==> config.mk <==
export PLATFORM = sky130hd
export DESIGN_NAME = papi_host
export DESIGN_NICKNAME = d
export VERILOG_FILES = /design/src/core/papi_pkg.sv /design/src/core/papi_host.sv /design/src/core/papi_timer.sv
export SDC_FILE = /design/constraint.sdc
export NUM_CORES = 1
export LEC_CHECK = 0
export BUFFER_PORTS_ARGS = -buffer_cell sky130_fd_sc_hd__buf_2
export CAP_MARGIN = 5
export CORE_UTILIZATION = 54
export DETAILED_ROUTE_END_ITERATION = 8
export PLACE_DENSITY_LB_ADDON = 0.08
export RECOVER_POWER = 100
export SLEW_MARGIN = 5
export SYNTH_ARGS = -nofsm -noshare
export SYNTH_HDL_FRONTEND = slang
export SYNTH_SLANG_ARGS = --single-unit
export TNS_END_PERCENT = 10
==> constraint.sdc <==
create_clock -name clk_sys -period 3 [get_ports clk_sys]
set_input_delay 0.3 -clock clk_sys [delete_from_list [all_inputs] [get_ports clk_sys]]
set_output_delay 0.3 -clock clk_sys [all_outputs]
set_load 0.01 [all_outputs]
==> src/core/papi_pkg.sv <==
package papi_pkg;

    // ------------------------------------------------------------
    // Widths
    // ------------------------------------------------------------
    localparam int ADDR_W      = 22;
    localparam int DATA_W      = 16;
    localparam int TMR_W       = 20;
    localparam int PAGE_BITS   = 3;
    localparam int SYNC_STAGES = 2;

    // ------------------------------------------------------------
    // Timing, in ns, us or ms as printed, and cycles at 10 MHz
    // ------------------------------------------------------------
    localparam int CLK_PERIOD_NS      = 100;
    localparam int READ_ACCESS_NS     = 70;
    localparam int PAGE_ACCESS_NS     = 30;
    localparam int SELECT_TO_WR_NS    = 70;
    localparam int LANE_TO_WR_NS      = 60;
    localparam int ADDR_TO_WR_NS      = 60;
    localparam int SELECT_HIGH_NS     = 10;
    localparam int WRITE_HIGH_NS      = 6;
    localparam int POWERUP_HOLD_US    = 30;
    localparam int DPD_PULSE_MS       = 10;
    localparam int DPD_RECOVER_US     = 300;

    localparam int READ_ACC_CYC  = (READ_ACCESS_NS + CLK_PERIOD_NS - 1) / CLK_PERIOD_NS;
    localparam int PAGE_ACC_CYC  = (PAGE_ACCESS_NS + CLK_PERIOD_NS - 1) / CLK_PERIOD_NS;
    localparam int WR_PULSE_CYC  = (SELECT_TO_WR_NS + CLK_PERIOD_NS - 1) / CLK_PERIOD_NS;
    localparam int GAP_CYC       = (SELECT_HIGH_NS + CLK_PERIOD_NS - 1) / CLK_PERIOD_NS;
    localparam int POWERUP_CYC   = (POWERUP_HOLD_US * 1000 + CLK_PERIOD_NS - 1) / CLK_PERIOD_NS;
    localparam int DPD_PULSE_CYC = (DPD_PULSE_MS * 1000000 + CLK_PERIOD_NS - 1) / CLK_PERIOD_NS;
    localparam int RECOVER_CYC   = (DPD_RECOVER_US * 1000 + CLK_PERIOD_NS - 1) / CLK_PERIOD_NS;
    // Data must also cross the two input flops before it is sampled
    localparam int RD_WAIT_CYC   = READ_ACC_CYC + SYNC_STAGES;
    localparam int PG_WAIT_CYC   = PAGE_ACC_CYC + SYNC_STAGES;

    // ------------------------------------------------------------
    // Commands and states
    // ------------------------------------------------------------
    typedef enum logic [1:0] {
        PAPI_OP_READ  = 2'h0,
        PAPI_OP_WRITE = 2'h1,
        PAPI_OP_PAGE  = 2'h2,
        PAPI_OP_SLEEP = 2'h3
    } papi_op_type;

    typedef enum logic [2:0] {
        PAPI_ST_INIT  = 3'h0,
        PAPI_ST_IDLE  = 3'h1,
        PAPI_ST_READ  = 3'h2,
        PAPI_ST_WRITE = 3'h3,
        PAPI_ST_GAP   = 3'h4,
        PAPI_ST_DPD   = 3'h5,
        PAPI_ST_WAKE  = 3'h6
    } papi_state_type;

    // ------------------------------------------------------------
    // Carriers
    // ------------------------------------------------------------
    typedef struct packed {
        papi_op_type         op;
        logic [ADDR_W-1:0]   addr;
        logic [DATA_W-1:0]   wdata;
        logic [1:0]          byte_en;
    } papi_req_type;

    typedef struct packed {
        logic [DATA_W-1:0]   rdata;
        logic                last;
    } papi_rsp_type;

    typedef struct packed {
        logic [ADDR_W-1:0]   addr;
        logic                chip_select_n;
        logic                power_select_hi;
        logic                write_n;
        logic                output_n;
        logic                low_lane_enable_n;
        logic                high_lane_enable_n;
        logic [DATA_W-1:0]   dq_out;
        logic                dq_oe;
    } papi_pins_type;

    typedef struct packed {
        papi_state_type      state;
        papi_pins_type       pins;
        logic [PAGE_BITS-1:0] words_left;
        logic                ready;
        logic                rsp_valid;
        papi_rsp_type        rsp;
        logic                data_lost;
        logic [DATA_W-1:0]   dq_meta;
        logic [DATA_W-1:0]   dq_sync;
    } papi_host_state_type;

    // ------------------------------------------------------------
    // Reset values
    // ------------------------------------------------------------
    localparam papi_pins_type PINS_IDLE = '{
        addr:               '0,
        chip_select_n:      1'h1,
        power_select_hi:    1'h1,
        write_n:            1'h1,
        output_n:           1'h1,
        low_lane_enable_n:  1'h1,
        high_lane_enable_n: 1'h1,
        dq_out:             '0,
        dq_oe:              1'h0
    };

    localparam papi_host_state_type HOST_RESET = '{
        state:      PAPI_ST_INIT,
        pins:       PINS_IDLE,
        words_left: '0,
        ready:      1'h0,
        rsp_valid:  1'h0,
        rsp:        '0,
        data_lost:  1'h0,
        dq_meta:    '0,
        dq_sync:    '0
    };

endpackage : papi_pkg

==> src/core/papi_host.sv <==
module papi_host
    import papi_pkg::*;
#(
    parameter int DPD_PULSE_CYCLES = papi_pkg::DPD_PULSE_CYC
) (
    // Clock and reset
    input  wire logic                        clk_sys,
    input  wire logic                        rst_n,
    // Request
    input  wire logic                        req_valid,
    input  wire papi_pkg::papi_req_type      req,
    output      logic                        req_ready,
    // Response
    output      logic                        rsp_valid,
    output      papi_pkg::papi_rsp_type      rsp,
    // Power control and status
    input  wire logic                        wake_req,
    input  wire logic                        lost_clear,
    output      logic                        data_lost,
    // Memory pins
    output      papi_pkg::papi_pins_type     mem_pins,
    input  wire logic [papi_pkg::DATA_W-1:0] mem_dq_in
);
    import papi_pkg::*;

    papi_host_state_type st_ff;
    papi_host_state_type nxt_st;

    logic             tmr_load;
    logic [TMR_W-1:0] tmr_val;
    logic             tmr_done;
    logic             lost_set;

    // ------------------------------------------------------------
    // Interval timer, preloaded with the power-up hold
    // ------------------------------------------------------------
    papi_timer #(
        .WIDTH     (TMR_W),
        .RESET_VAL (TMR_W'(POWERUP_CYC - 1))
    ) papi_timer_inst (
        .clk_sys  (clk_sys),
        .rst_n    (rst_n),
        .load     (tmr_load),
        .load_val (tmr_val),
        .done     (tmr_done)
    );

    // ------------------------------------------------------------
    // Next-state logic
    // ------------------------------------------------------------
    always_comb begin
        nxt_st        = st_ff;
        tmr_load      = 1'b0;
        tmr_val       = '0;
        lost_set      = 1'b0;
        nxt_st.rsp_valid = 1'b0;
        // Data pins are asynchronous to clk_sys
        nxt_st.dq_meta = mem_dq_in;
        nxt_st.dq_sync = st_ff.dq_meta;

        unique case (st_ff.state)
            PAPI_ST_INIT: begin
                // Both selects held idle until the hold has run out
                if (tmr_done) begin
                    nxt_st.state = PAPI_ST_IDLE;
                end
            end

            PAPI_ST_IDLE: begin
                if (req_valid && st_ff.ready) begin
                    nxt_st.pins.addr = req.addr;
                    unique case (req.op)
                        PAPI_OP_READ, PAPI_OP_PAGE: begin
                            // Output strobe asserted only with write strobe high
                            nxt_st.pins.chip_select_n      = 1'b0;
                            nxt_st.pins.output_n           = 1'b0;
                            nxt_st.pins.write_n            = 1'b1;
                            nxt_st.pins.low_lane_enable_n  = ~req.byte_en[0];
                            nxt_st.pins.high_lane_enable_n = ~req.byte_en[1];
                            nxt_st.pins.dq_oe              = 1'b0;
                            nxt_st.words_left = (req.op == PAPI_OP_PAGE) ?
                                                3'h7 : 3'h0;
                            nxt_st.state = PAPI_ST_READ;
                            tmr_load     = 1'b1;
                            tmr_val      = TMR_W'(RD_WAIT_CYC - 1);
                        end
                        PAPI_OP_WRITE: begin
                            // Select, lanes and strobe fall on one edge
                            nxt_st.pins.chip_select_n      = 1'b0;
                            nxt_st.pins.write_n            = 1'b0;
                            nxt_st.pins.output_n           = 1'b1;
                            nxt_st.pins.low_lane_enable_n  = ~req.byte_en[0];
                            nxt_st.pins.high_lane_enable_n = ~req.byte_en[1];
                            nxt_st.pins.dq_out = req.wdata;
                            // Memory released the bus during the idle gap
                            nxt_st.pins.dq_oe  = 1'b1;
                            nxt_st.state = PAPI_ST_WRITE;
                            tmr_load     = 1'b1;
                            // Covers select, lane and address setup to write end
                            tmr_val      = TMR_W'(WR_PULSE_CYC - 1);
                        end
                        PAPI_OP_SLEEP: begin
                            nxt_st.pins.chip_select_n   = 1'b1;
                            nxt_st.pins.power_select_hi = 1'b0;
                            nxt_st.state = PAPI_ST_DPD;
                            lost_set     = 1'b1;
                            tmr_load     = 1'b1;
                            tmr_val      = TMR_W'(DPD_PULSE_CYCLES - 1);
                        end
                        default: begin
                            nxt_st.state = PAPI_ST_IDLE;
                        end
                    endcase
                end
            end

            PAPI_ST_READ: begin
                if (tmr_done) begin
                    nxt_st.rsp_valid = 1'b1;
                    // Deselected lane is undriven, so report it as zero
                    nxt_st.rsp.rdata = {st_ff.pins.high_lane_enable_n ? 8'h00
                                                                      : st_ff.dq_sync[15:8],
                                        st_ff.pins.low_lane_enable_n ? 8'h00
                                                                     : st_ff.dq_sync[7:0]};
                    if (st_ff.words_left == '0) begin
                        nxt_st.rsp.last = 1'b1;
                        nxt_st.pins     = PINS_IDLE;
                        nxt_st.pins.addr = st_ff.pins.addr;
                        nxt_st.state    = PAPI_ST_GAP;
                        tmr_load        = 1'b1;
                        tmr_val         = TMR_W'(GAP_CYC - 1);
                    end else begin
                        // Only the page bits move inside a page
                        nxt_st.rsp.last  = 1'b0;
                        nxt_st.words_left = st_ff.words_left - 3'h1;
                        nxt_st.pins.addr[PAGE_BITS-1:0] =
                            st_ff.pins.addr[PAGE_BITS-1:0] + 3'h1;
                        tmr_load = 1'b1;
                        // Spacing well above the page access time
                        tmr_val  = TMR_W'(PG_WAIT_CYC - 1);
                    end
                end
            end

            PAPI_ST_WRITE: begin
                if (tmr_done) begin
                    // Select and lanes rise with the write strobe
                    nxt_st.pins      = PINS_IDLE;
                    nxt_st.pins.addr = st_ff.pins.addr;
                    nxt_st.state     = PAPI_ST_GAP;
                    tmr_load         = 1'b1;
                    tmr_val          = TMR_W'(GAP_CYC - 1);
                end
            end

            PAPI_ST_GAP: begin
                // One idle cycle exceeds both high-pulse minimums
                // Every access ends here, so no short cycles can pile up
                if (tmr_done) begin
                    nxt_st.state = PAPI_ST_IDLE;
                end
            end

            PAPI_ST_DPD: begin
                if (tmr_done && wake_req) begin
                    // Chip select stays high through recovery
                    nxt_st.pins.power_select_hi = 1'b1;
                    nxt_st.state = PAPI_ST_WAKE;
                    tmr_load     = 1'b1;
                    tmr_val      = TMR_W'(RECOVER_CYC - 1);
                end
            end

            PAPI_ST_WAKE: begin
                if (tmr_done) begin
                    nxt_st.state = PAPI_ST_IDLE;
                end
            end

            default: begin
                nxt_st.pins  = PINS_IDLE;
                nxt_st.state = PAPI_ST_GAP;
            end
        endcase

        nxt_st.ready = (nxt_st.state == PAPI_ST_IDLE);

        // A new power-down wins over a clear in the same cycle
        if (lost_clear) begin
            nxt_st.data_lost = 1'b0;
        end
        if (lost_set) begin
            nxt_st.data_lost = 1'b1;
        end
    end

    // ------------------------------------------------------------
    // State register
    // ------------------------------------------------------------
    always_ff @(posedge clk_sys) begin
        if (!rst_n) begin
            st_ff <= HOST_RESET;
        end else begin
            st_ff <= nxt_st;
        end
    end

    // ------------------------------------------------------------
    // Outputs, straight from the state register
    // ------------------------------------------------------------
    assign req_ready = st_ff.ready;
    assign rsp_valid = st_ff.rsp_valid;
    assign rsp       = st_ff.rsp;
    assign data_lost = st_ff.data_lost;
    assign mem_pins  = st_ff.pins;

endmodule : papi_host

==> src/core/papi_timer.sv <==
module papi_timer #(
    parameter int               WIDTH     = 20,
    parameter logic [WIDTH-1:0] RESET_VAL = '0
) (
    // Clock and reset
    input  wire logic             clk_sys,
    input  wire logic             rst_n,
    // Load
    input  wire logic             load,
    input  wire logic [WIDTH-1:0] load_val,
    // Status
    output      logic             done
);
    import papi_pkg::*;

    typedef struct packed {
        logic [WIDTH-1:0] cnt;
    } papi_tmr_state_type;

    papi_tmr_state_type tmr_ff;
    papi_tmr_state_type nxt_tmr;

    // ------------------------------------------------------------
    // Countdown, saturating at zero
    // ------------------------------------------------------------
    always_comb begin
        nxt_tmr = tmr_ff;
        if (load) begin
            nxt_tmr.cnt = load_val;
        end else if (tmr_ff.cnt != '0) begin
            nxt_tmr.cnt = tmr_ff.cnt - 1'b1;
        end
    end

    always_ff @(posedge clk_sys) begin
        if (!rst_n) begin
            tmr_ff.cnt <= RESET_VAL;
        end else begin
            tmr_ff <= nxt_tmr;
        end
    end

    assign done = (tmr_ff.cnt == '0);

endmodule : papi_timer

==> results of run 1 <==
metal layers:
layer	track usage	share of wire	wire length, µm
met1	0.302	0.45	5520
met4	0.116	0.017	216
met5	0	0	0
met3	0.0671	0.054	673
met2	0.390	0.48	5980
stage by stage:
step / setup WS (ns) / hold slack [ns] / cell area, µm² / cells
finish: 0.165 / 0.0283 / 6400 / 836
global route: 0.0442 / 0.0255 / 6400 / 836
CTS: 0.258 / 0.00960 / 6520 / 836
detailed placement: 0.288 / 0.418 / 5780 / 788
global placement: 0.352 / 0.413 / 5780 / 788
floorplan: 0.368 / 0.412 / 5450 / 607
kinds of logic after synthesis:
| logic type | count (synthesis) | share of synthesized area |
|---|---|---|
| mux | 18 | 0.0333 |
| fa+ha+maj | 4 | 0.00918 |
| compound gates | 112 | 0.142 |
| xor+xnor | 14 | 0.0225 |
| simple gates | 232 | 0.221 |
| flops | 123 | 0.451 |
| buf+inv | 104 | 0.120 |
worst max path at each step:
| stage | startpoint | end |
|---|---|---|
| finish | papi_timer_inst.tmr_ff[10]$_SDFFE_PN0P_ | mem_pins[7]$_SDFFE_PN0P_ |
| floorplan | papi_timer_inst.tmr_ff[10]$_SDFFE_PN0P_ | mem_pins[10]$_SDFFE_PN0P_ |
| global placement | papi_timer_inst.tmr_ff[10]$_SDFFE_PN0P_ | mem_pins[18]$_SDFFE_PN1P_ |
| global route | papi_timer_inst.tmr_ff[10]$_SDFFE_PN0P_ | req_ready$_SDFF_PN0_ |
| CTS | papi_timer_inst.tmr_ff[10]$_SDFFE_PN0P_ | mem_pins[7]$_SDFFE_PN0P_ |
| detailed placement | papi_timer_inst.tmr_ff[10]$_SDFFE_PN0P_ | mem_pins[6]$_SDFFE_PN0P_ |
Yosys cell counts, drive strengths merged (5+ instances only):
library cell  number  area [µm²]
mux2i             17         170
dfxtp            123        2460
inv                5        18.8
a22oi             20         150
clkbuf            32         120
a21oi             34         170
o31ai              6        58.8
nor2              47         176
nand2             57         214
xnor2             12         105
or2                5        31.3
nor4               9        56.3
buf               67         518
o21ai             10        50.1
nor3               6        35.0
o31a               6        52.6
nand3             24         120
nand2b             6        37.5
a31oi              5        31.3
nand3b            17         128
a211oi             5        37.5
and2              36         225
where the power goes:
part | internal (µW) | total [µW] | switching [µW]
Sequential | 1660 | 1670 | 13.4
Combinational | 83.1 | 175 | 91.6
Clock | 1250 | 1960 | 717
Total | 2990 | 3810 | 822
sequential cells by signal, indices dropped and copies added, names as in the netlist:
name and flops:
papi_timer_inst.tmr_ff 20, rsp 17, mem_pins 45, st_ff 22, req_ready 1, nxt_st 16, rsp_valid 1, data_lost 1
critical path, cell delays in order, from the launching register on:
cell and delay [ns]:
dfxtp_1 0.34, or4_1 0.65, or4_1 0.70, o31ai_1 0.40, and3_1 0.27, buf_12 0.18, mux2i_1 0.21
cell type report:
type / instances / area [µm²] / share of cell area
Clock buffer: 22 / 463 / 0.0724
Multi-Input combinational cell: 380 / 2320 / 0.363
Inverter: 5 / 18.8 / 0.00293
Clock inverter: 10 / 115 / 0.0180
Timing Repair Buffer: 163 / 850 / 0.133
Tap cell: 133 / 166 / 0.0260
Sequential cell: 123 / 2460 / 0.385
timing repair:
item / CTS / global route
endpoints found under the hold margin: 16 / 0
hold buffers: 16 / 0
resized for setup: 0 / 1
endpoints found under the setup margin: 0 / 1
buffers inserted: 0 / 0
==> flow_summary_export.csv, run 1 <==
group,metric,value,unit
outcome,status,"finished, violations left",
outcome,violations,"max-capacitance violations, max-slew violations",
layout,drive_gt1_frac,0.166,
logic_synthesis,yosys.cell_types.count,57,
clocking,cts-root-buf,"clkbuf_8",
clocking,clk_path_buf_depth,2,
grt,gr-total-overflow,0,
setup_path,critical_path_required,3.44,ns
grt,grt_antenna_before_repair,0,
worst_hold_path,min_to,"mem_pins[30]$_SDFFE_PN0P_",
route,ant_nets,0,
power_and_ir_drop,leakagePower,0.00242,µW
setup_path,worstSetupPathType,"register to register",
power_and_ir_drop,finalPower,3810,µW
grt,grt_pass1_vias,4197,
layout,layout_commonest_cell,"dfxtp_1",
sta,max_freq,353,MHz
route,first_pass_iters,6,
setup_path,worst_ep_arrival_time,3.28,ns
setup_path,r2r-end,"mem_pins[7]$_SDFFE_PN0P_",
power_and_ir_drop,power_density,596,nW/µm²
route,num_vias,4478,
route,avgViaCountPerCell,5.36,
logic_synthesis,syn-num-nets,674,
setup_path,crit_path_end_kind,"register",
sta,fin_crit_sh,0.945,
sta,fin_crit,2.83,ns
logic_synthesis,synthesis.area,5450,µm²
placement,dp.final_hpwl,8230,µm
floorplan,ios,128,
clocking,h-tree-depth,4,
flow_run,maxCapViolations,1,
logic_synthesis,synth-main-ff-cell,"dfxtp_1",
setup_path,r2r_setup_slack,0.17,ns
route,wl_per_cell,14.8,µm
logic_synthesis,synth_cells,607,
sta,slew_violations,47,
logic_synthesis,ys_async_sr_fraction,0,
floorplan,die_area,10500,µm²
setup_path,start_kind,"register",
grt,grt_use_total,0.243,
logic_synthesis,yosysSeqAreaShare,0.451,
setup_path,crit_fanout,16,
grt,grt_pass1_wl,19600,µm
route,drc,0,
placement,gp_congestion,0.899,
sta,finalHoldViolCount,0,
route,routed_wl,12400,µm
floorplan,fp.dieH,103,µm
power_and_ir_drop,ir_worst_vdd,0.000304,V
worst_hold_path,hold_start,"req[25]",
sta,skew,0.00678,ns
setup_path,r2r_start,"papi_timer_inst.tmr_ff[10]$_SDFFE_PN0P_",
placement,portBuffers,127,
clocking,cts_sinks,123,
worst_hold_path,min_path_cells,3,
layout,layout.nets,757,
logic_synthesis,synth_edf_count,0,
sta,max_slew_margin,-0.0830,
clocking,numCtsBuffers,17,
logic_synthesis,synth-seq-cells,123,
floorplan,fp.dieW,103,µm
route,drt_iter0_markers,219,
sta,worst_pin_slew,1.62,ns
layout,utilization,0.654,
logic_synthesis,avgSynthCellArea,8.99,µm²
layout,synthToLayoutAreaGrowth,17.3,%
sta,setup_viol,0,
grt,grt_max_degree,47,
floorplan,initial_utilization,0.558,
sta,rsz0062_at_grt,"no",
clocking,clock_latency,0.52,ns
sta,totalNegativeSetupSlack,0,ns
floorplan,core-area,9770,µm²
logic_synthesis,yosys_warnings,0,
clocking,clkTransAtPathRegs,0.06,ns
clocking,cts_tree,"done",
layout,final.fill_count,882,
floorplan,num_rows,36,
setup_path,ff2ff_path_depth,6,
layout,final_cell_mix,"dfxtp_1 (123), clkbuf_1 (73), buf_2 (61)",
layout,num_antenna_cells,0,
worst_hold_path,holdCritPathClass,"primary input to register",
No activity file was read; power rests on OpenSTA's default activity.
==> run 2, diff against run 1 <==
--- a/config.mk
+++ b/config.mk
@@ -9,6 +9,7 @@
 export CAP_MARGIN = 5
 export CORE_UTILIZATION = 54
 export DETAILED_ROUTE_END_ITERATION = 8
+export GPL_TIMING_DRIVEN = 0
 export PLACE_DENSITY_LB_ADDON = 0.08
 export RECOVER_POWER = 100
 export SLEW_MARGIN = 5
==> flow_summary_export.csv, run 2 (synthesized netlist as in run 1, its figures left out) <==
group,metric,value,unit
setup_path,worst_ep_arrival_time,3.35,ns
floorplan,die_area,10500,µm²
power_and_ir_drop,ir_worst_vdd,0.000549,V
clocking,cts-root-buf,"clkbuf_8",
sta,slew_violations,0,
outcome,status,"complete, no violations",
setup_path,worstSetupPathType,"register to register",
floorplan,fp.dieH,103,µm
setup_path,crit_fanout,10,
power_and_ir_drop,leakagePower,0.00275,µW
route,drc,0,
route,num_vias,4883,
sta,worst_pin_slew,0.757,ns
grt,grt_pass1_vias,4614,
layout,synthToLayoutAreaGrowth,26.9,%
placement,dp.final_hpwl,9330,µm
sta,max_freq,345,MHz
grt,grt_max_degree,17,
power_and_ir_drop,finalPower,3760,µW
floorplan,ios,128,
layout,layout_commonest_cell,"dfxtp_1",
clocking,clk_path_buf_depth,2,
sta,rsz0062_at_grt,"yes",
route,drt_iter0_markers,245,
power_and_ir_drop,power_density,543,nW/µm²
worst_hold_path,min_path_cells,3,
route,wl_per_cell,15.1,µm
setup_path,crit_end,"mem_pins[3]$_SDFFE_PN0P_",
layout,layout.nets,835,
placement,place_area,6250,µm²
clocking,h-tree-depth,4,
route,avgViaCountPerCell,5.34,
clocking,cts_sinks,123,
grt,gr-total-overflow,0,
layout,final_cell_mix,"dfxtp_1 (123), clkbuf_1 (95), buf_2 (67)",
sta,max_slew_margin,0.494,
layout,largest_register_ffs,45,
sta,finalHoldViolCount,0,
floorplan,num_rows,36,
floorplan,core-area,9770,µm²
setup_path,startpoint,"papi_timer_inst.tmr_ff[10]$_SDFFE_PN0P_",
grt,grt_use_total,0.274,
placement,portBuffers,126,
route,routed_wl,13800,µm
sta,totalNegativeSetupSlack,0,ns
flow_run,maxCapViolations,0,
setup_path,r2r_setup_slack,0.10,ns
clocking,clkTransAtPathRegs,0.06,ns
floorplan,initial_utilization,0.558,
layout,drive_gt1_frac,0.228,
worst_hold_path,holdCritPathClass,"primary input to register",
clocking,clock_latency,0.53,ns
setup_path,r2r-end,"mem_pins[3]$_SDFFE_PN0P_",
placement,dp_cells,866,
layout,final_area,6920,µm²
sta,fin_crit,2.90,ns
layout,num_antenna_cells,0,
sta,skew,0.00830,ns
sta,worst_slack,0.101,ns
setup_path,start_kind,"register",
setup_path,ff2ff_path_depth,9,
route,first_pass_iters,5,
floorplan,fp.dieW,103,µm
sta,fin_crit_sh,0.966,
setup_path,critical_path_required,3.45,ns
layout,finalNonFillerCells,914,
setup_path,crit_path_end_kind,"register",
route,ant_nets,0,
placement,gp_congestion,0.886,
clocking,numCtsBuffers,17,
sta,setup_viol,0,
grt,grt_antenna_before_repair,0,
setup_path,r2r_start,"papi_timer_inst.tmr_ff[10]$_SDFFE_PN0P_",
placement,place_ws,-0.136,ns
clocking,cts_tree,"done",
grt,grt_pass1_wl,21800,µm
[run 2: cell count changes in the layout (fill, tap and decap cells not counted), sizes merged]
cell / change
buf: +54
bufinv: -1
clkbuf: +27
clkinv: +1
clkinvlp: -2
inv: -1
[run 2: metal layers]
metal	up-vias	track usage	wire length, µm
li1	2381	-	-
met1	2320	0.340	5820
met2	163	0.449	6950
met3	19	0.0793	825
met4	0	0.108	183
met5	-	0	0
[run 2: power breakdown]
group | leakage, µW | internal (µW) | switching [µW] | total, µW
clock | 0.000278 | 1200 | 697 | 1900
sequential | 0.000999 | 1660 | 11.4 | 1670
combinational | 0.00148 | 87.9 | 103 | 191
total | 0.00275 | 2950 | 811 | 3760
[run 2: what timing repair did]
| item | CTS | global route |
|---|---|---|
| hold buffers | 16 | 0 |
| gates resized for setup | 4 | 2 |
| setup buffers | 0 | 0 |
| setup endpoints to repair | 17 | 27 |
| endpoints found under the hold margin | 16 | 0 |
| pin swaps | 0 | 1 |
[run 2: cell type report]
| class | instances | area [µm²] |
|---|---|---|
| repair buffers | 142 | 714 |
| clock buffers | 25 | 494 |
| well taps | 133 | 166 |
| fillers | 844 | 2850 |
| inverters | 5 | 18.8 |
| plain buffers | 99 | 639 |
| flip-flops and latches | 123 | 2460 |
| clock inverters | 7 | 62.6 |
| multi-input cells | 380 | 2360 |
[run 2: per-stage QoR]
stage / utilization / hold WS, ns
2_1_floorplan: - / 0.412
3_3_place_gp: 0.640 / 0.413
3_5_place_dp: 0.640 / 0.419
4_1_cts: 0.715 / 0.00653
5_1_grt: 0.708 / 0.0157
6_report: 0.708 / 0.0197
[run 2: worst max-delay path: stages, from the launching register on]
cell and delay (ns):
dfxtp_1 0.35, or4_1 0.51, buf_2 0.17, or4_1 0.49, buf_6 0.17, o31ai_4 0.36
and3_1 0.25, buf_6 0.16, buf_12 0.15, mux2i_1 0.20
[run 2: worst min-delay path by stage]
stage | start | endpoint | slack [ns]
after floorplan | nxt_st[0]$_SDFF_PN0_ | st_ff[0]$_SDFF_PN0_ | 0.41
after global placement | nxt_st[13]$_SDFF_PN0_ | st_ff[13]$_SDFF_PN0_ | 0.41
after detailed placement | nxt_st[7]$_SDFF_PN0_ | st_ff[7]$_SDFF_PN0_ | 0.42
after CTS | req[30] | mem_pins[35]$_SDFFE_PN0P_ | 0.007
after global routing | req[12] | mem_pins[11]$_SDFFE_PN0P_ | 0.02
final | req[25] | mem_pins[30]$_SDFFE_PN0P_ | 0.02
